### src/pkg/disk_ctl_pkg.sv
package disk_ctl_pkg;

  // Register bus
  localparam int         AXI_AW      = 5;
  localparam logic [4:0] OFS_CSR     = 5'h00;
  localparam logic [4:0] OFS_DA      = 5'h04;
  localparam logic [4:0] OFS_DSTAT   = 5'h08;
  localparam logic [4:0] OFS_ISTAT   = 5'h0C;
  localparam logic [4:0] OFS_IMASK   = 5'h10;
  localparam logic [2:0] IDX_CSR     = 3'h0;
  localparam logic [2:0] IDX_DA      = 3'h1;
  localparam logic [2:0] IDX_DSTAT   = 3'h2;
  localparam logic [2:0] IDX_ISTAT   = 3'h3;
  localparam logic [2:0] IDX_IMASK   = 3'h4;
  localparam logic [2:0] IDX_NONE    = 3'h7;
  localparam logic [1:0] RESP_OKAY   = 2'h0;
  localparam logic [1:0] RESP_SLVERR = 2'h2;

  // Control/status word fields
  localparam int CSR_DRDY    = 0;
  localparam int CSR_FN_LO   = 1;
  localparam int CSR_FN_HI   = 3;
  localparam int CSR_IE      = 6;
  localparam int CSR_CONTROLLER_READY    = 7;
  localparam int CSR_ERR_LO  = 10;
  localparam int CSR_ERR_HI  = 14;
  localparam int CSR_ANY_ERR = 15;

  // Error vector, bit 0 is control/status bit 10
  localparam int ERR_INCOMPLETE = 0;
  localparam int ERR_CRC        = 1;
  localparam int ERR_LATE       = 2;
  localparam int ERR_MEMORY     = 3;
  localparam int ERR_DRIVE      = 4;

  // Drive status word error bits
  localparam int           DS_SELECT    = 8;
  localparam int           DS_WGATE     = 10;
  localparam int           DS_SPIN      = 11;
  localparam int           DS_SEEK_TO   = 12;
  localparam int           DS_HEAD_CUR  = 14;
  localparam int           DS_WDATA     = 15;
  localparam logic [15:0]  DS_ERR_MASK  = 16'hDD00;

  // Disk address, transfer layout and seek layout
  localparam int         DA_SEC_LO    = 0;
  localparam int         DA_SEC_HI    = 5;
  localparam int         SK_DIR       = 2;
  localparam int         SK_HEAD      = 4;
  localparam int         SK_DIFF_LO   = 7;
  localparam int         SK_DIFF_HI   = 15;
  localparam logic [5:0] SECTOR_LAST  = 6'h27;
  localparam logic [5:0] SECTOR_OVER  = 6'h28; // 50 octal, illegal
  localparam logic [5:0] SECTOR_ONE   = 6'h01;
  localparam logic [8:0] CYL_LAST     = 9'h0FF;

  // Function codes
  localparam logic [2:0] FN_MAINT     = 3'h0;
  localparam logic [2:0] FN_RESET     = 3'h1;
  localparam logic [2:0] FN_STATUS    = 3'h2;
  localparam logic [2:0] FN_SEEK      = 3'h3;
  localparam logic [2:0] FN_RDHDR     = 3'h4;
  localparam logic [2:0] FN_WRITE     = 3'h5;
  localparam logic [2:0] FN_READ      = 3'h6;
  localparam logic [2:0] FN_READ_RAW  = 3'h7;

  // Interrupt status bits
  localparam int IRQ_W     = 4;
  localparam int IRQ_READY = 0;
  localparam int IRQ_DONE  = 1;
  localparam int IRQ_SEEK  = 2;
  localparam int IRQ_ERR   = 3;

  // Positioner timing
  localparam int              CLK_PERIOD_PS = 5000;
  localparam int              STEP_NS       = 100;
  localparam int              SETTLE_NS     = 1000;
  localparam int              CNT_W         = 12;
  localparam logic [CNT_W-1:0] STEP_CYC     = CNT_W'((STEP_NS * 1000 + CLK_PERIOD_PS - 1) / CLK_PERIOD_PS);
  localparam logic [CNT_W-1:0] SETTLE_CYC   = CNT_W'((SETTLE_NS * 1000 + CLK_PERIOD_PS - 1) / CLK_PERIOD_PS);
  localparam logic [CNT_W-1:0] CNT_ONE      = 12'h001;

endpackage : disk_ctl_pkg

### src/hw/disk_ctl.sv
`timescale 1ns/1ps
module disk_ctl
  import disk_ctl_pkg::*;
(
  input  wire logic              mclk_i,
  input  wire logic              rst_i,
  // AXI4-Lite slave
  input  wire logic [AXI_AW-1:0] s_axi_awaddr_i,
  input  wire logic              s_axi_awvalid_i,
  output logic                   s_axi_awready_o,
  input  wire logic [31:0]       s_axi_wdata_i,
  input  wire logic [3:0]        s_axi_wstrb_i,
  input  wire logic              s_axi_wvalid_i,
  output logic                   s_axi_wready_o,
  output logic [1:0]             s_axi_bresp_o,
  output logic                   s_axi_bvalid_o,
  input  wire logic              s_axi_bready_i,
  input  wire logic [AXI_AW-1:0] s_axi_araddr_i,
  input  wire logic              s_axi_arvalid_i,
  output logic                   s_axi_arready_o,
  output logic [31:0]            s_axi_rdata_o,
  output logic [1:0]             s_axi_rresp_o,
  output logic                   s_axi_rvalid_o,
  input  wire logic              s_axi_rready_i,
  // Data path events, same clock
  input  wire logic              xfer_sector_done_i,
  input  wire logic              xfer_words_done_i,
  input  wire logic              data_crc_error_i,
  input  wire logic              header_crc_error_i,
  input  wire logic              write_check_error_i,
  input  wire logic              data_late_i,
  input  wire logic              header_not_found_i,
  input  wire logic              nonexistent_memory_i,
  // Drive bus
  input  wire logic [15:0]       drive_status_i,
  output logic                   drive_reset_o,
  output logic                   xfer_start_o,
  output logic                   xfer_active_o,
  output logic [2:0]             xfer_fn_o,
  output logic [15:0]            disk_address_o,
  output logic [8:0]             position_cylinder_o,
  output logic                   position_head_o,
  output logic                   irq_o
);

  typedef enum logic [1:0] {
    CTL_IDLE = 2'h1,
    CTL_XFER = 2'h2
  } ctl_state_t;

  typedef struct packed {
    logic              awready;
    logic              wready;
    logic              aw_held;
    logic              w_held;
    logic [AXI_AW-1:0] awaddr;
    logic [31:0]       wdata;
    logic [3:0]        wstrb;
    logic              bvalid;
    logic [1:0]        bresp;
    logic              arready;
    logic              rvalid;
    logic [1:0]        rresp;
    logic [31:0]       rdata;
    ctl_state_t        state;
    logic              interrupt_enable;
    logic              controller_ready;
    logic [2:0]        fn;
    logic [4:0]        err;
    logic [15:0]       disk_address;
    logic [15:0]       dstat;
    logic [IRQ_W-1:0]  istat;
    logic [IRQ_W-1:0]  imask;
    logic [15:0]       ds_s1;
    logic [15:0]       ds_s2;
    logic              xfer_start;
    logic              xfer_active;
    logic              drive_reset;
    logic              seek_go;
    logic              irq;
  } ctl_t;

  ctl_t             s;
  ctl_t             next_s;
  logic             start;
  logic             fin;
  logic [4:0]       errset;
  logic [IRQ_W-1:0] iset;
  logic [IRQ_W-1:0] iclr;
  logic [15:0]      wd;
  logic             pos_ready;

  // Byte-lane merge of a 16-bit register
  function automatic logic [15:0] merge16(input logic [15:0] old, input logic [31:0] data,
                                          input logic [3:0] strb);
    merge16 = old;
    if (strb[0]) merge16[7:0] = data[7:0];
    if (strb[1]) merge16[15:8] = data[15:8];
  endfunction : merge16

  // Address decode shared by read and write
  function automatic logic [2:0] reg_index(input logic [AXI_AW-1:0] a);
    case (a)
      OFS_CSR:   reg_index = IDX_CSR;
      OFS_DA:    reg_index = IDX_DA;
      OFS_DSTAT: reg_index = IDX_DSTAT;
      OFS_ISTAT: reg_index = IDX_ISTAT;
      OFS_IMASK: reg_index = IDX_IMASK;
      default:   reg_index = IDX_NONE;
    endcase
  endfunction : reg_index

  // Control/status word as software sees it
  function automatic logic [15:0] csr_word(input ctl_t c, input logic drdy);
    csr_word                        = '0;
    csr_word[CSR_DRDY]              = drdy;
    csr_word[CSR_FN_HI:CSR_FN_LO]   = c.fn;
    csr_word[CSR_IE]                = c.interrupt_enable;
    csr_word[CSR_CONTROLLER_READY]              = c.controller_ready;
    csr_word[CSR_ERR_HI:CSR_ERR_LO] = c.err;
    csr_word[CSR_ANY_ERR]           = |c.err;
  endfunction : csr_word

  seek_positioner u_pos (
    .mclk_i     (mclk_i),
    .rst_i      (rst_i),
    .go_i       (s.seek_go),
    .dir_i      (s.disk_address[SK_DIR]),
    .head_i     (s.disk_address[SK_HEAD]),
    .diff_i     (s.disk_address[SK_DIFF_HI:SK_DIFF_LO]),
    .ready_o    (pos_ready),
    .cylinder_o (position_cylinder_o),
    .head_o     (position_head_o)
  );

  assign s_axi_awready_o = s.awready;
  assign s_axi_wready_o  = s.wready;
  assign s_axi_bvalid_o  = s.bvalid;
  assign s_axi_bresp_o   = s.bresp;
  assign s_axi_arready_o = s.arready;
  assign s_axi_rvalid_o  = s.rvalid;
  assign s_axi_rdata_o   = s.rdata;
  assign s_axi_rresp_o   = s.rresp;
  assign drive_reset_o   = s.drive_reset;
  assign xfer_start_o    = s.xfer_start;
  assign xfer_active_o   = s.xfer_active;
  assign xfer_fn_o       = s.fn;
  assign disk_address_o  = s.disk_address;
  assign irq_o           = s.irq;

  // Whole next-state computation
  always_comb begin
    next_s = s;
    start  = 1'b0;
    fin    = 1'b0;
    errset = '0;
    iset   = '0;
    iclr   = '0;
    wd     = '0;

    // Drive status pins cross in through two flops
    next_s.ds_s1       = drive_status_i;
    next_s.ds_s2       = s.ds_s1;
    next_s.xfer_start  = 1'b0;
    next_s.drive_reset = 1'b0;
    next_s.seek_go     = 1'b0;

    // Write address and data, taken in either order
    if (s.awready && s_axi_awvalid_i) begin
      next_s.aw_held = 1'b1;
      next_s.awaddr  = s_axi_awaddr_i;
    end
    if (s.wready && s_axi_wvalid_i) begin
      next_s.w_held = 1'b1;
      next_s.wdata  = s_axi_wdata_i;
      next_s.wstrb  = s_axi_wstrb_i;
    end
    if (s.bvalid && s_axi_bready_i) begin
      next_s.bvalid = 1'b0;
    end

    // Register write once both halves are held
    if (s.aw_held && s.w_held && !s.bvalid) begin
      next_s.aw_held = 1'b0;
      next_s.w_held  = 1'b0;
      next_s.bvalid  = 1'b1;
      next_s.bresp   = RESP_OKAY;
      case (reg_index(s.awaddr))
        IDX_CSR: begin
          wd                      = merge16(csr_word(s, pos_ready), s.wdata, s.wstrb);
          next_s.interrupt_enable = wd[CSR_IE];
          // Clearing ready starts a function; ignored while busy
          if (s.controller_ready) begin
            next_s.fn = wd[CSR_FN_HI:CSR_FN_LO];
            start     = !wd[CSR_CONTROLLER_READY];
          end
        end
        IDX_DA: begin
          if (s.controller_ready) begin
            next_s.disk_address = merge16(s.disk_address, s.wdata, s.wstrb);
          end
        end
        IDX_DSTAT: begin
          next_s.bresp = RESP_OKAY;
        end
        IDX_ISTAT: begin
          iclr = s.wdata[IRQ_W-1:0] & {IRQ_W{s.wstrb[0]}};
        end
        IDX_IMASK: begin
          if (s.wstrb[0]) begin
            next_s.imask = s.wdata[IRQ_W-1:0];
          end
        end
        default: next_s.bresp = RESP_SLVERR;
      endcase
    end
    // Hold off new writes until the response is taken
    next_s.awready = !next_s.aw_held && !next_s.bvalid;
    next_s.wready  = !next_s.w_held && !next_s.bvalid;

    // Read channel, one outstanding
    if (s.rvalid && s_axi_rready_i) begin
      next_s.rvalid  = 1'b0;
      next_s.arready = 1'b1;
    end
    if (s.arready && s_axi_arvalid_i) begin
      next_s.arready = 1'b0;
      next_s.rvalid  = 1'b1;
      next_s.rresp   = RESP_OKAY;
      next_s.rdata   = '0;
      case (reg_index(s_axi_araddr_i))
        IDX_CSR:   next_s.rdata[15:0]      = csr_word(s, pos_ready);
        IDX_DA:    next_s.rdata[15:0]      = s.disk_address;
        IDX_DSTAT: next_s.rdata[15:0]      = s.dstat;
        IDX_ISTAT: next_s.rdata[IRQ_W-1:0] = s.istat;
        IDX_IMASK: next_s.rdata[IRQ_W-1:0] = s.imask;
        default:   next_s.rresp            = RESP_SLVERR;
      endcase
    end

    // Function dispatch
    if (start) begin
      case (next_s.fn)
        FN_RESET: begin
          next_s.drive_reset = 1'b1;
          fin                = 1'b1;
        end
        FN_STATUS: begin
          // Snapshot of the drive word with its error bits
          next_s.dstat = s.ds_s2;
          fin          = 1'b1;
        end
        FN_SEEK: begin
          // Ready stays set; only the issue is signalled, not the end
          next_s.seek_go = pos_ready;
          iset[IRQ_SEEK] = 1'b1;
        end
        FN_WRITE, FN_READ, FN_READ_RAW: begin
          next_s.controller_ready = 1'b0;
          next_s.state            = CTL_XFER;
          next_s.xfer_start       = 1'b1;
        end
        default: fin = 1'b1;
      endcase
    end

    // Transfer error encoding, bit 10 marks the header variants
    if (s.state == CTL_XFER) begin
      errset[ERR_INCOMPLETE] = header_crc_error_i | header_not_found_i;
      errset[ERR_CRC]        = data_crc_error_i | write_check_error_i | header_crc_error_i;
      errset[ERR_LATE]       = data_late_i | header_not_found_i;
      errset[ERR_MEMORY]     = nonexistent_memory_i;
      // No spiral transfer: running off the track stops it
      if (xfer_sector_done_i && s.fn != FN_READ_RAW) begin
        if (s.disk_address[DA_SEC_HI:DA_SEC_LO] == SECTOR_LAST) begin
          next_s.disk_address[DA_SEC_HI:DA_SEC_LO] = SECTOR_OVER;
          errset[ERR_INCOMPLETE]                   = 1'b1;
        end else begin
          next_s.disk_address[DA_SEC_HI:DA_SEC_LO] = s.disk_address[DA_SEC_HI:DA_SEC_LO] + SECTOR_ONE;
        end
      end
      fin = fin | xfer_words_done_i;
    end
    // Drive error is a level, but the flag is sticky and only clears at the next function start
    errset[ERR_DRIVE] = |(s.ds_s2 & DS_ERR_MASK);

    // Flags clear at start; a same-cycle set still wins
    next_s.err = (start ? 5'h00 : s.err) | errset;

    // Completion or any error brings ready back
    if (fin || (|errset)) begin
      next_s.controller_ready = 1'b1;
      next_s.state            = CTL_IDLE;
      next_s.xfer_start       = 1'b0;
    end
    iset[IRQ_DONE]  = fin;
    iset[IRQ_ERR]   = |(errset & ~s.err);
    iset[IRQ_READY] = s.interrupt_enable & s.controller_ready;

    // Sticky status, set wins over write-one clear
    next_s.istat       = (s.istat & ~iclr) | iset;
    next_s.irq         = |(next_s.istat & next_s.imask);
    next_s.xfer_active = (next_s.state == CTL_XFER);
  end

  // State register
  always_ff @(posedge mclk_i or posedge rst_i) begin
    if (rst_i) begin
      s                  <= '0;
      s.state            <= CTL_IDLE;
      s.controller_ready <= 1'b1;
      s.awready          <= 1'b1;
      s.wready           <= 1'b1;
      s.arready          <= 1'b1;
    end else begin
      s <= next_s;
    end
  end
endmodule : disk_ctl

### src/hw/seek_positioner.sv
`timescale 1ns/1ps
module seek_positioner
  import disk_ctl_pkg::*;
(
  input  wire logic       mclk_i,
  input  wire logic       rst_i,
  input  wire logic       go_i,
  input  wire logic       dir_i,
  input  wire logic       head_i,
  input  wire logic [8:0] diff_i,
  output logic            ready_o,
  output logic [8:0]      cylinder_o,
  output logic            head_o
);

  typedef enum logic [2:0] {
    POS_IDLE   = 3'h1,
    POS_MOVE   = 3'h2,
    POS_SETTLE = 3'h4
  } pos_state_t;

  typedef struct packed {
    pos_state_t       ps;
    logic [8:0]       cyl;
    logic [8:0]       tgt;
    logic             head;
    logic [CNT_W-1:0] cnt;
    logic             ready;
  } pos_t;

  pos_t       s;
  pos_t       next_s;
  logic [9:0] sum;

  assign ready_o    = s.ready;
  assign cylinder_o = s.cyl;
  assign head_o     = s.head;

  // Target, stepping and settle
  always_comb begin
    next_s = s;
    sum    = {1'b0, s.cyl} + {1'b0, diff_i};
    case (s.ps)
      POS_IDLE: begin
        if (go_i) begin
          // Same-cylinder head switch still runs through settle
          next_s.head  = head_i;
          next_s.ready = 1'b0;
          next_s.cnt   = STEP_CYC;
          next_s.ps    = POS_MOVE;
          if (!dir_i) begin
            // Overshoot outward lands in guard band, retreat to zero
            next_s.tgt = (diff_i > s.cyl) ? 9'h000 : s.cyl - diff_i;
          end else if (sum > {1'b0, CYL_LAST}) begin
            next_s.tgt = CYL_LAST;
          end else begin
            next_s.tgt = sum[8:0];
          end
        end
      end
      POS_MOVE: begin
        if (s.cyl == s.tgt) begin
          next_s.cnt = SETTLE_CYC;
          next_s.ps  = POS_SETTLE;
        end else if (s.cnt == CNT_ONE) begin
          next_s.cnt = STEP_CYC;
          next_s.cyl = (s.tgt > s.cyl) ? s.cyl + 9'h001 : s.cyl - 9'h001;
        end else begin
          next_s.cnt = s.cnt - CNT_ONE;
        end
      end
      POS_SETTLE: begin
        // Centre of track reached when the settle count runs out
        if (s.cnt == CNT_ONE) begin
          next_s.ready = 1'b1;
          next_s.ps    = POS_IDLE;
        end else begin
          next_s.cnt = s.cnt - CNT_ONE;
        end
      end
      default: next_s.ps = POS_IDLE;
    endcase
  end

  // State register
  always_ff @(posedge mclk_i or posedge rst_i) begin
    if (rst_i) begin
      s       <= '0;
      s.ps    <= POS_IDLE;
      s.ready <= 1'b1;
    end else begin
      s <= next_s;
    end
  end
endmodule : seek_positioner

### config.mk
export PLATFORM = sky130hd
export DESIGN_NAME = disk_ctl
export DESIGN_NICKNAME = d
export VERILOG_FILES = /design/src/pkg/disk_ctl_pkg.sv /design/src/hw/disk_ctl.sv /design/src/hw/seek_positioner.sv
export SDC_FILE = /design/constraint.sdc
export NUM_CORES = 1
export LEC_CHECK = 0
export BUFFER_PORTS_ARGS = -buffer_cell sky130_fd_sc_hd__buf_4
export CAP_MARGIN = 20
export CORE_ASPECT_RATIO = 0.75
export CORE_UTILIZATION = 51
export CTS_CLUSTER_DIAMETER = 200
export DETAILED_ROUTE_END_ITERATION = 7
export MAX_ROUTING_LAYER = met4
export PLACE_DENSITY = 0.72
export SYNTH_ARGS = -nofsm -noshare
export SYNTH_HDL_FRONTEND = slang
export SYNTH_HIERARCHICAL = 1
export SYNTH_SLANG_ARGS = --single-unit
export TNS_END_PERCENT = 20
### constraint.sdc
create_clock -name mclk_i -period 4.46 [get_ports mclk_i]
set_clock_uncertainty 0.15 [all_clocks]
set_input_delay 0.892 -clock mclk_i [delete_from_list [all_inputs] [get_ports mclk_i]]
set_output_delay 0.892 -clock mclk_i [all_outputs]
set_load 0.02 [all_outputs]
==> impl_metrics.tcl, run 1 <==
set metrics [dict create \
    grt_pass1_wl_mm 34.2 \
    critPathBufInv 2 \
    stdcell_area_um2 10300 \
    cp-end-kind "register" \
    syn_avg_cell_area_um2 10.5 \
    final_core_util_pct 60.0 \
    power_per_cell_area_nw_per_um2 428 \
    grt_max_degree 94 \
    cts.sinks 172 \
    final_cell_mix "165 x dfrtp_1, 118 x buf_4, 78 x nand2_1" \
    finalCriticalPeriod_ns 3.68 \
    viasPerCell 5.56 \
    final_common_cell "dfrtp_1" \
    die_y_um 118 \
    ys_warn_count 6 \
    grt_pass1_vias 6286 \
    synth-seq-area-share_pct 47.5 \
    synth_edf_count 0 \
    die-area_um2 18400 \
    place_inst 1148 \
    min_from "next_s[5]$_DFF_PP0_" \
    critPathKind "reg2reg" \
    start_util_pct 53.0 \
    setup_violations 0 \
    r2r_cells 13 \
    critPathMaxFanout 9 \
    cp.required_ns 4.59 \
    rows 41 \
    drt-total-wl_mm 21.0 \
    hpwl_mm 15.5 \
    leakagePower_nw 4.85 \
    max_stage_delay_ns 0.54 \
    maxCapViolCount 0 \
    synthDistinctLibCells 84 \
    worst_pin_slew_ns 1.00 \
    nets 1048 \
    cts_tree "built" \
    insertion_delay_ns 0.43 \
    num_antenna_cells 0 \
    cp_cell_sequence "inv_1 -> ha_1 -> and3_1 -> nand4_1 -> o21ai_0 -> buf_4 -> ha_1 -> a21o_1 -> a21oi_1 -> o21ai_0 -> o41ai_1 -> xor2_1 -> o21ai_0" \
    status "finished, final reports clean" \
    htreeDepth 4 \
    cts_hold_buf 0 \
    post-route-drc-count 0 \
    yosys_most_used_dff "dfrtp_1" \
    r2r_start "u_pos/cylinder_o[1]$_DFFE_PP0P_" \
    fmaxAchievable_ghz 0.271 \
    cts.repair.resized 0 \
    antenna_found_initial 0 \
    area_growth_pct 13.2 \
    synth_seq_cells 172 \
    core_area_um2 17100 \
    grt_overflow_total 0 \
    rsz0062_at_grt "false" \
    finalCritPeriodShare_pct 82.6 \
    cts_buffers 17 \
    critPathLaunchType "register" \
    synth-async-reset-ratio_pct 100 \
    clock_path_buffers 2 \
    io_pins 151 \
    globalplace.congestion 0.869 \
    hold_viol 0 \
    clockRootBuffer "clkbuf_16" \
    fin_hold_ws_ns 0.197 \
    postCtsSetupRepairBufs 0 \
    crit_start "u_pos/cylinder_o[1]$_DFFE_PP0P_" \
    grt_usage_pct 24.9 \
    drive_gt1_share_pct 24.0 \
    ir_drop_mv 0.372 \
    crit_family "compound AO/OA/AOI/OAI gates" \
    vias 6555 \
    postRouteAntennaNets 0 \
    path_common_cell "o21ai_0" \
    synth_cells 867 \
    port_buffers 114 \
    slew_headroom_pct 32.9 \
    finalMaxSlewViolations 0 \
    final_cell_count_no_fill 1180 \
    setup_tns_ns 0 \
    clk_pin_slew_ns 0.07 \
    hold_class "reg2reg" \
    dieWidth_um 156 \
    min_path_cells 0 \
    drt-pass1-iter-count 5 \
    cp_slowest_cell "dfrtp_1" \
    arrival_ns 3.81 \
    syn_area_um2 9090 \
    drt-initial-drc-count 584 \
    wl_per_cell_um 17.8 \
    placed_area_um2 9740 \
    cp.depth 13 \
]
[metrics by stage]
stage / worst slack [ns] / power [mW]
after floorplan: 0.886 / 2.75
after global placement: 0.960 / 3.00
after detailed placement: 0.873 / 3.02
after CTS: 0.841 / 4.42
after global routing: 0.552 / 4.61
final: 0.777 / 4.40
[registers in the layout, indices dropped and copies added (netlist names), 3 cells and up]
name and count:
disk_address_o 16, next_s 16, s 75, s_axi_rdata_o 16, u_pos/cylinder_o 9, u_pos/s 24, xfer_fn_o 3
[logic make-up after synthesis]
kind of cell	count (synthesis)	share of synthesized area (%)
buffers and inverters	134	8.55
adder cells (fa/ha/maj)	41	5.87
AND/OR/NAND/NOR	251	14.6
multiplexers	69	8.39
flip-flops	172	47.5
other	1	0.0413
AO/OA/AOI/OAI	184	13.6
XOR/XNOR	15	1.45
[final timing paths]
path / to / slack [ns]
min in group asynchronous: disk_address_o[8]$_DFFE_PP0P_ / 0.22
min reg2reg: s[5]$_DFF_PP0_ / 0.20
max reg2reg: u_pos/cylinder_o[7]$_DFFE_PP0P_ / 0.78
max in group asynchronous: s[87]$_DFF_PP1_ / 3.22
max: u_pos/cylinder_o[7]$_DFFE_PP0P_ / 0.78
min: s[5]$_DFF_PP0_ / 0.20
[power by group]
part           switching [mW]  internal (mW)
sequential              0.292           1.80
combinational           0.476          0.438
clock                   0.652          0.742
total                    1.42           2.98
[layer usage]
metal / GRT usage [%] / up-vias / wire length [um]
met5: - / - / 0
met4: 6.07 / 0 / 229
met3: 4.90 / 14 / 1160
met2: 32.7 / 194 / 8750
met1: 38.8 / 3212 / 10900
li1: - / 3135 / -
[final cells by class]
cell class,instances,area [um^2]
fill,1465,6850
sequential,172,4310
multi-input combinational,578,4060
timing repair buffer,119,906
clock buffer,19,443
tap,236,295
inverter,43,165
clock inverter,13,104
[synthesized netlist by cell type (all sizes together), types with 7 or more instances]
cell	instances	area (um^2)
dfrtp	165	4130
nand2	78	293
buf	77	563
mux2	57	642
nor2	54	210
o21ai	54	270
inv	43	161
ha	37	463
a21oi	35	175
nor3	25	125
nand3	16	80.1
nor2b	16	108
a22o	15	131
clkbuf	14	52.6
mux2i	12	120
nand2b	12	82.6
nand4	10	75.1
a21o	9	67.6
xnor2	9	78.8
a31oi	8	50.1
a211oi	7	52.6
dfstp	7	184
[worst register-to-register path, delay by kind of cell, from the launching register on]
family	cells	cell delay, ns
XOR/XNOR	1	0.20
AO/OA/AOI/OAI	6	1.28
flip-flops	1	0.54
AND/OR/NAND/NOR	2	0.51
adder cells (fa/ha/maj)	2	0.53
buffers and inverters	2	0.33
Note: power is estimated with default switching activity, not from simulation.
==> inputs of run 2 (changes only) <==
--- a/config.mk
+++ b/config.mk
@@ -8,11 +8,11 @@
 export BUFFER_PORTS_ARGS = -buffer_cell sky130_fd_sc_hd__buf_4
 export CAP_MARGIN = 20
 export CORE_ASPECT_RATIO = 0.75
-export CORE_UTILIZATION = 51
+export CORE_UTILIZATION = 55
 export CTS_CLUSTER_DIAMETER = 200
 export DETAILED_ROUTE_END_ITERATION = 7
 export MAX_ROUTING_LAYER = met4
-export PLACE_DENSITY = 0.72
+export PLACE_DENSITY = 0.74
 export SYNTH_ARGS = -nofsm -noshare
 export SYNTH_HDL_FRONTEND = slang
 export SYNTH_HIERARCHICAL = 1
==> constraint.sdc (replaced) <==
create_clock -name mclk_i -period 3.7 [get_ports mclk_i]
set_clock_uncertainty 0.15 [all_clocks]
set_input_delay 0.74 -clock mclk_i [delete_from_list [all_inputs] [get_ports mclk_i]]
set_output_delay 0.74 -clock mclk_i [all_outputs]
set_load 0.02 [all_outputs]
==> impl_metrics.tcl, run 2 (synthesis results as in run 1) <==
set metrics [dict create \
    vias 6711 \
    setup_violations 0 \
    cts.sinks 172 \
    hold_class "reg2reg" \
    cts_hold_buf 0 \
    core_area_um2 16100 \
    arrival_ns 3.56 \
    wl_per_cell_um 18.1 \
    grt_overflow_total 0 \
    pwr-share-seq_pct 45.8 \
    die_y_um 113 \
    placed_area_um2 9800 \
    cp-end-kind "register" \
    r2r_setup_slack_ns 0.28 \
    internal_power_mw 3.73 \
    grt_pass1_wl_mm 33.6 \
    max_stage_delay_ns 0.41 \
    postCtsSetupRepairBufs 0 \
    hold_viol 0 \
    cp_slowest_cell "dfrtp_1" \
    pwr-share-clk_pct 33.6 \
    rsz0062_at_grt "false" \
    finalCriticalPeriod_ns 3.42 \
    critPathBufInv 2 \
    cts.repair.resized 0 \
    power_per_cell_area_nw_per_um2 527 \
    crit_family "compound AO/OA/AOI/OAI gates" \
    status "finished, final reports clean" \
    final_common_cell "dfrtp_1" \
    cp.required_ns 3.83 \
    clockRootBuffer "clkbuf_16" \
    grt_max_degree 76 \
    r2r_start "u_pos/cylinder_o[8]$_DFFE_PP0P_" \
    dpl_worst_slack_ns 0.326 \
    die-area_um2 17000 \
    worst_pin_slew_ns 0.984 \
    combPwrFrac_pct 20.6 \
    insertion_delay_ns 0.43 \
    r2r_end "u_pos/cylinder_o[7]$_DFFE_PP0P_" \
    stdcell_area_um2 10400 \
    leakagePower_nw 4.94 \
    path_common_cell "o21ai_0" \
    setup_ws_ns 0.276 \
    largest_register_ffs 75 \
    nets 1059 \
    min_from "next_s[19]$_DFF_PP0_" \
    start_util_pct 56.6 \
    post-route-drc-count 0 \
    min_path_cells 0 \
    cts_buffers 17 \
    drt-total-wl_mm 21.1 \
    io_pins 151 \
    fmaxAchievable_ghz 0.292 \
    postRouteAntennaNets 0 \
    globalplace.congestion 0.880 \
    critPathLaunchType "register" \
    drt-initial-drc-count 565 \
    dieWidth_um 150 \
    rows 40 \
    finalCritPeriodShare_pct 92.5 \
    viasPerCell 5.76 \
    antenna_found_initial 0 \
    finalMaxSlewViolations 0 \
    hold_path_end "s[19]$_DFF_PP0_" \
    power_mw 5.48 \
    clk_pin_slew_ns 0.07 \
    top_register "s" \
    num_antenna_cells 0 \
    r2r_cells 12 \
    setup_tns_ns 0 \
    maxCapViolCount 0 \
    final_cell_mix "165 x dfrtp_1, 128 x buf_4, 78 x nand2_1" \
    hpwl_mm 15.3 \
    cts_tree "built" \
    clock_path_buffers 2 \
    fillers 1276 \
    cp_cell_sequence "inv_1 -> ha_1 -> and4_1 -> a221o_1 -> o21ai_0 -> buf_4 -> ha_1 -> a21oi_1 -> o21ai_0 -> o41ai_1 -> xor2_1 -> o21ai_0" \
    htreeDepth 4 \
    swShare_pct 31.9 \
    grt_usage_pct 27.1 \
    fin_hold_ws_ns 0.199 \
    ir_drop_mv 0.393 \
    drive_gt1_share_pct 24.9 \
    switchingPower_mw 1.75 \
    port_buffers 114 \
    area_growth_pct 14.5 \
    drt-pass1-iter-count 7 \
    slew_headroom_pct 34.0 \
    critPathMaxFanout 8 \
    critPathKind "reg2reg" \
    grt_pass1_vias 6300 \
    largestRegisters "s: 75 flops, u_pos/s: 24 flops" \
]
[run 2: power by group through the flow]
stage	logic, mW	clock network, mW	registers [mW]
6_report	1.13	1.84	2.51
5_1_grt	1.23	1.96	2.55
4_1_cts	1.13	1.87	2.50
3_5_place_dp	1.12	0	2.53
3_3_place_gp	1.09	0	2.52
2_1_floorplan	0.911	0	2.41
[run 2: area by class of cell]
type                    instances  area (um^2)  share of cell area [%]
inverters                      43          165                    1.59
multi-input cells             578         4060                    39.0
repair buffers                130         1000                    9.62
well taps                     210          263                    2.52
flip-flops and latches        172         4310                    41.4
clock buffers                  18          429                    4.12
clock inverters                14          176                    1.69
[run 2: metal layers]
| metal | up-vias | track usage [%] | wire (um) |
|---|---|---|---|
| met5 | - | - | 0 |
| met4 | 0 | 7.68 | 276 |
| met3 | 22 | 5.36 | 1480 |
| met2 | 255 | 36.9 | 8920 |
| met1 | 3260 | 40.8 | 10400 |
| li1 | 3174 | - | - |
[run 2: stage by stage]
stage / instances / util, %
6_report: 1165 / 64.8
5_1_grt: 1165 / 64.8
4_1_cts: 1165 / 64.8
3_5_place_dp: 1133 / 61.0
3_3_place_gp: 1133 / 61.0
2_1_floorplan: 884 / -
[run 2: worst max path at each step]
stage,cells past startpoint,slack [ns],endpoint,start
finish,12,0.28,u_pos/cylinder_o[7]$_DFFE_PP0P_,u_pos/cylinder_o[8]$_DFFE_PP0P_
global route,12,0.002,u_pos/cylinder_o[7]$_DFFE_PP0P_,u_pos/cylinder_o[8]$_DFFE_PP0P_
global placement,12,0.35,u_pos/cylinder_o[7]$_DFFE_PP0P_,u_pos/cylinder_o[8]$_DFFE_PP0P_
CTS,12,0.29,u_pos/cylinder_o[7]$_DFFE_PP0P_,u_pos/cylinder_o[8]$_DFFE_PP0P_
detailed placement,12,0.33,u_pos/cylinder_o[7]$_DFFE_PP0P_,u_pos/cylinder_o[8]$_DFFE_PP0P_
floorplan,12,0.13,u_pos/cylinder_o[7]$_DFFE_PP0P_,u_pos/cylinder_o[7]$_DFFE_PP0P_
[run 2: worst register-to-register path: cells and delay by family (launching register included)]
| kind | cells | cell delay, ns |
|---|---|---|
| DFF | 1 | 0.41 |
| and+or+nand+nor | 1 | 0.25 |
| AOI/OAI and AO/OA | 6 | 1.41 |
| buffers and inverters | 2 | 0.31 |
| xor gates and xnor gates | 1 | 0.19 |
| adders and majority gates | 2 | 0.57 |
==> inputs of run 3 (changes only) <==
--- a/config.mk
+++ b/config.mk
@@ -13,8 +13,9 @@
 export DETAILED_ROUTE_END_ITERATION = 7
 export MAX_ROUTING_LAYER = met4
 export PLACE_DENSITY = 0.74
+export SETUP_SLACK_MARGIN = 0.2
+export SKIP_LAST_GASP = 1
 export SYNTH_ARGS = -nofsm -noshare
 export SYNTH_HDL_FRONTEND = slang
-export SYNTH_HIERARCHICAL = 1
 export SYNTH_SLANG_ARGS = --single-unit
 export TNS_END_PERCENT = 20
==> impl_metrics.tcl, run 3 <==
set metrics [dict create \
    synth_common_cells "165 x dfrtp_1, 64 x buf_4, 63 x nand2_1" \
    synth_xor_area_share_pct 1.39 \
    cts_tree "built" \
    synth_edf_count 0 \
    drt-total-wl_mm 20.2 \
    hold_viol 0 \
    rows 39 \
    top_register "s" \
    nets 1041 \
    power_per_cell_area_nw_per_um2 532 \
    wl_per_cell_um 17.7 \
    cp.required_ns 3.82 \
    leakagePower_nw 4.80 \
    worst_pin_slew_ns 1.05 \
    synthDistinctLibCells 64 \
    insertion_delay_ns 0.43 \
    synth_area_leaders "dfrtp_1 47%, mux2_2 7.0%, buf_4 5.4%" \
    critPathKind "reg2reg" \
    vias 6498 \
    critPathMaxFanout 5 \
    grt_max_degree 61 \
    ir_drop_mv 0.421 \
    fillers 1211 \
    min_path_cells 0 \
    largest_register_ffs 75 \
    synth-adder-area-share_pct 5.91 \
    cp-end-kind "register" \
    hold_class "reg2reg" \
    setup_violations 0 \
    yosysTopAreaCell "dfrtp_1" \
    r2r_cells 12 \
    die_y_um 112 \
    drt-pass1-iter-count 5 \
    final_cell_mix "165 x dfrtp_1, 137 x buf_4, 63 x nand2_1" \
    grt_pass1_vias 6113 \
    arrival_ns 3.44 \
    maxCapViolCount 0 \
    yosysMostFrequentCell "dfrtp_1" \
    die-area_um2 16600 \
    syn_area_um2 8850 \
    critPathLaunchType "register" \
    multiInputGateArea_um2 3870 \
    synth-async-reset-ratio_pct 100 \
    synth_cells 839 \
    synth_compound_area_share_pct 13.4 \
    synth-simple-area-share_pct 12.7 \
    syn_avg_cell_area_um2 10.5 \
    final_core_util_pct 66.4 \
    ys_warn_count 0 \
    final_common_cell "dfrtp_1" \
    core_area_um2 15500 \
    hpwl_mm 15.1 \
    setup_tns_ns 0 \
    status "finished, final reports clean" \
    yosys_most_used_dff "dfrtp_1" \
    clk_pin_slew_ns 0.07 \
    globalplace.congestion 0.903 \
    synth-seq-area-share_pct 48.7 \
    grt_pass1_wl_mm 32.6 \
    ff_latch_area_um2 4310 \
    antenna_found_initial 0 \
    cts.sinks 172 \
    cts_buffers 17 \
    drt-initial-drc-count 498 \
    finalMaxSlewViolations 0 \
    num_antenna_cells 0 \
    synth_mux_area_share_pct 9.26 \
    finalCriticalPeriod_ns 3.32 \
    clockRootBuffer "clkbuf_16" \
    netlist.area_leader.share_pct 46.7 \
    cts_hold_buf 0 \
    rsz0062_at_grt "false" \
    postRouteAntennaNets 0 \
    area_growth_pct 16.1 \
    fmaxAchievable_ghz 0.301 \
    dieWidth_um 148 \
    synth_seq_cells 172 \
    finalCritPeriodShare_pct 89.7 \
    port_buffers 114 \
    largestRegisters "s: 75 flops, u_pos.s: 24 flops" \
    post-route-drc-count 0 \
    grt_usage_pct 26.8 \
    drive_gt1_share_pct 26.8 \
    htreeDepth 4 \
    slew_headroom_pct 29.7 \
    clock_path_buffers 2 \
    grt_overflow_total 0 \
    synth_top_family_by_area "compound AO/OA/AOI/OAI gates" \
    viasPerCell 5.69 \
    io_pins 151 \
    start_util_pct 57.2 \
    fin_hold_ws_ns 0.200 \
]
[run 3: cell count changes after synthesis, sizes merged, moves of 5 or more]
cell | before | now
a22oi | 6 | 13
a22o | 15 | 10
o211ai | 2 | 7
clkbuf | 14 | 23
nand2 | 78 | 63
a21oi | 35 | 30
or3 | 2 | 8
nor3 | 25 | 20
nor2b | 16 | 9
buf | 77 | 67
nor4 | 6 | 11
[run 3: kinds of logic after synthesis]
group           after synthesis
compound gates              181
flops                       172
mux                          70
simple gates                226
fa+ha+maj                    40
other cells                   1
xor+xnor                     14
buf+inv                     135
[run 3: cell type report]
cell class	count	area share (%)
well taps	205	2.50
clock inverters	14	1.52
clock buffers	18	4.27
inverters	45	1.68
flip-flops and latches	172	42.0
repair buffers	139	10.4
multi-input cells	549	37.7
[run 3: report_power, final]
part / leakage [nW] / switching, mW / total [mW] / internal (mW)
Clock: 0.286 / 0.782 / 1.81 / 1.03
Combinational: 2.32 / 0.617 / 1.18 / 0.560
Sequential: 2.19 / 0.297 / 2.48 / 2.18
Total: 4.80 / 1.70 / 5.46 / 3.77
[run 3: routing by layer]
| layer | wire length [um] | track usage, % | up-vias |
|---|---|---|---|
| li1 | - | - | 3095 |
| met5 | 0 | - | - |
| met1 | 9760 | 39.0 | 3157 |
| met4 | 399 | 9.69 | 0 |
| met2 | 8480 | 35.6 | 216 |
| met3 | 1570 | 7.13 | 30 |
[run 3: final timing paths]
path                                            startpoint                         endpoint  slack (ns)
max reg2reg                u_pos.cylinder_o[6]$_DFFE_PP0P_  u_pos.cylinder_o[7]$_DFFE_PP0P_        0.38
max                        u_pos.cylinder_o[6]$_DFFE_PP0P_  u_pos.cylinder_o[7]$_DFFE_PP0P_        0.38
max in group asynchronous                            rst_i          u_pos.s[32]$_DFFE_PP1P_        2.24
min                                   next_s[14]$_DFF_PP0_                  s[14]$_DFF_PP0_        0.20
min reg2reg                           next_s[14]$_DFF_PP0_                  s[14]$_DFF_PP0_        0.20
min in group asynchronous                            rst_i             next_s[10]$_DFF_PP0_        0.35
[run 3: through the flow]
step	instance area (um^2)	power (mW)	std cells	setup slack (ns)
3_5_place_dp	9650	3.67	1109	0.182
6_report	10300	5.46	1142	0.382
2_1_floorplan	8920	3.31	856	0.437
5_1_grt	10300	5.73	1142	0.201
4_1_cts	10300	5.49	1141	0.263
3_3_place_gp	9650	3.64	1109	0.257
[run 3: timing repair]
| item | in CTS | in global routing |
|---|---|---|
| buffers inserted | 0 | 1 |
| pin swaps | 0 | 3 |
| resized for setup | 1 | 4 |
| setup endpoints to repair | 1 | 2 |
| endpoints found under the hold margin | 0 | 0 |
[run 3: worst max-delay path, cell delays in order, from the launching register on]
cell	delay [ns]
dfrtp_1	0.34
inv_1	0.06
ha_1	0.32
a211oi_1	0.20
nand4_1	0.11
o211ai_1	0.54
ha_1	0.34
a21o_1	0.17
a21oi_2	0.17
o21ai_1	0.14
o41ai_2	0.37
xnor2_1	0.16
mux2i_1	0.09
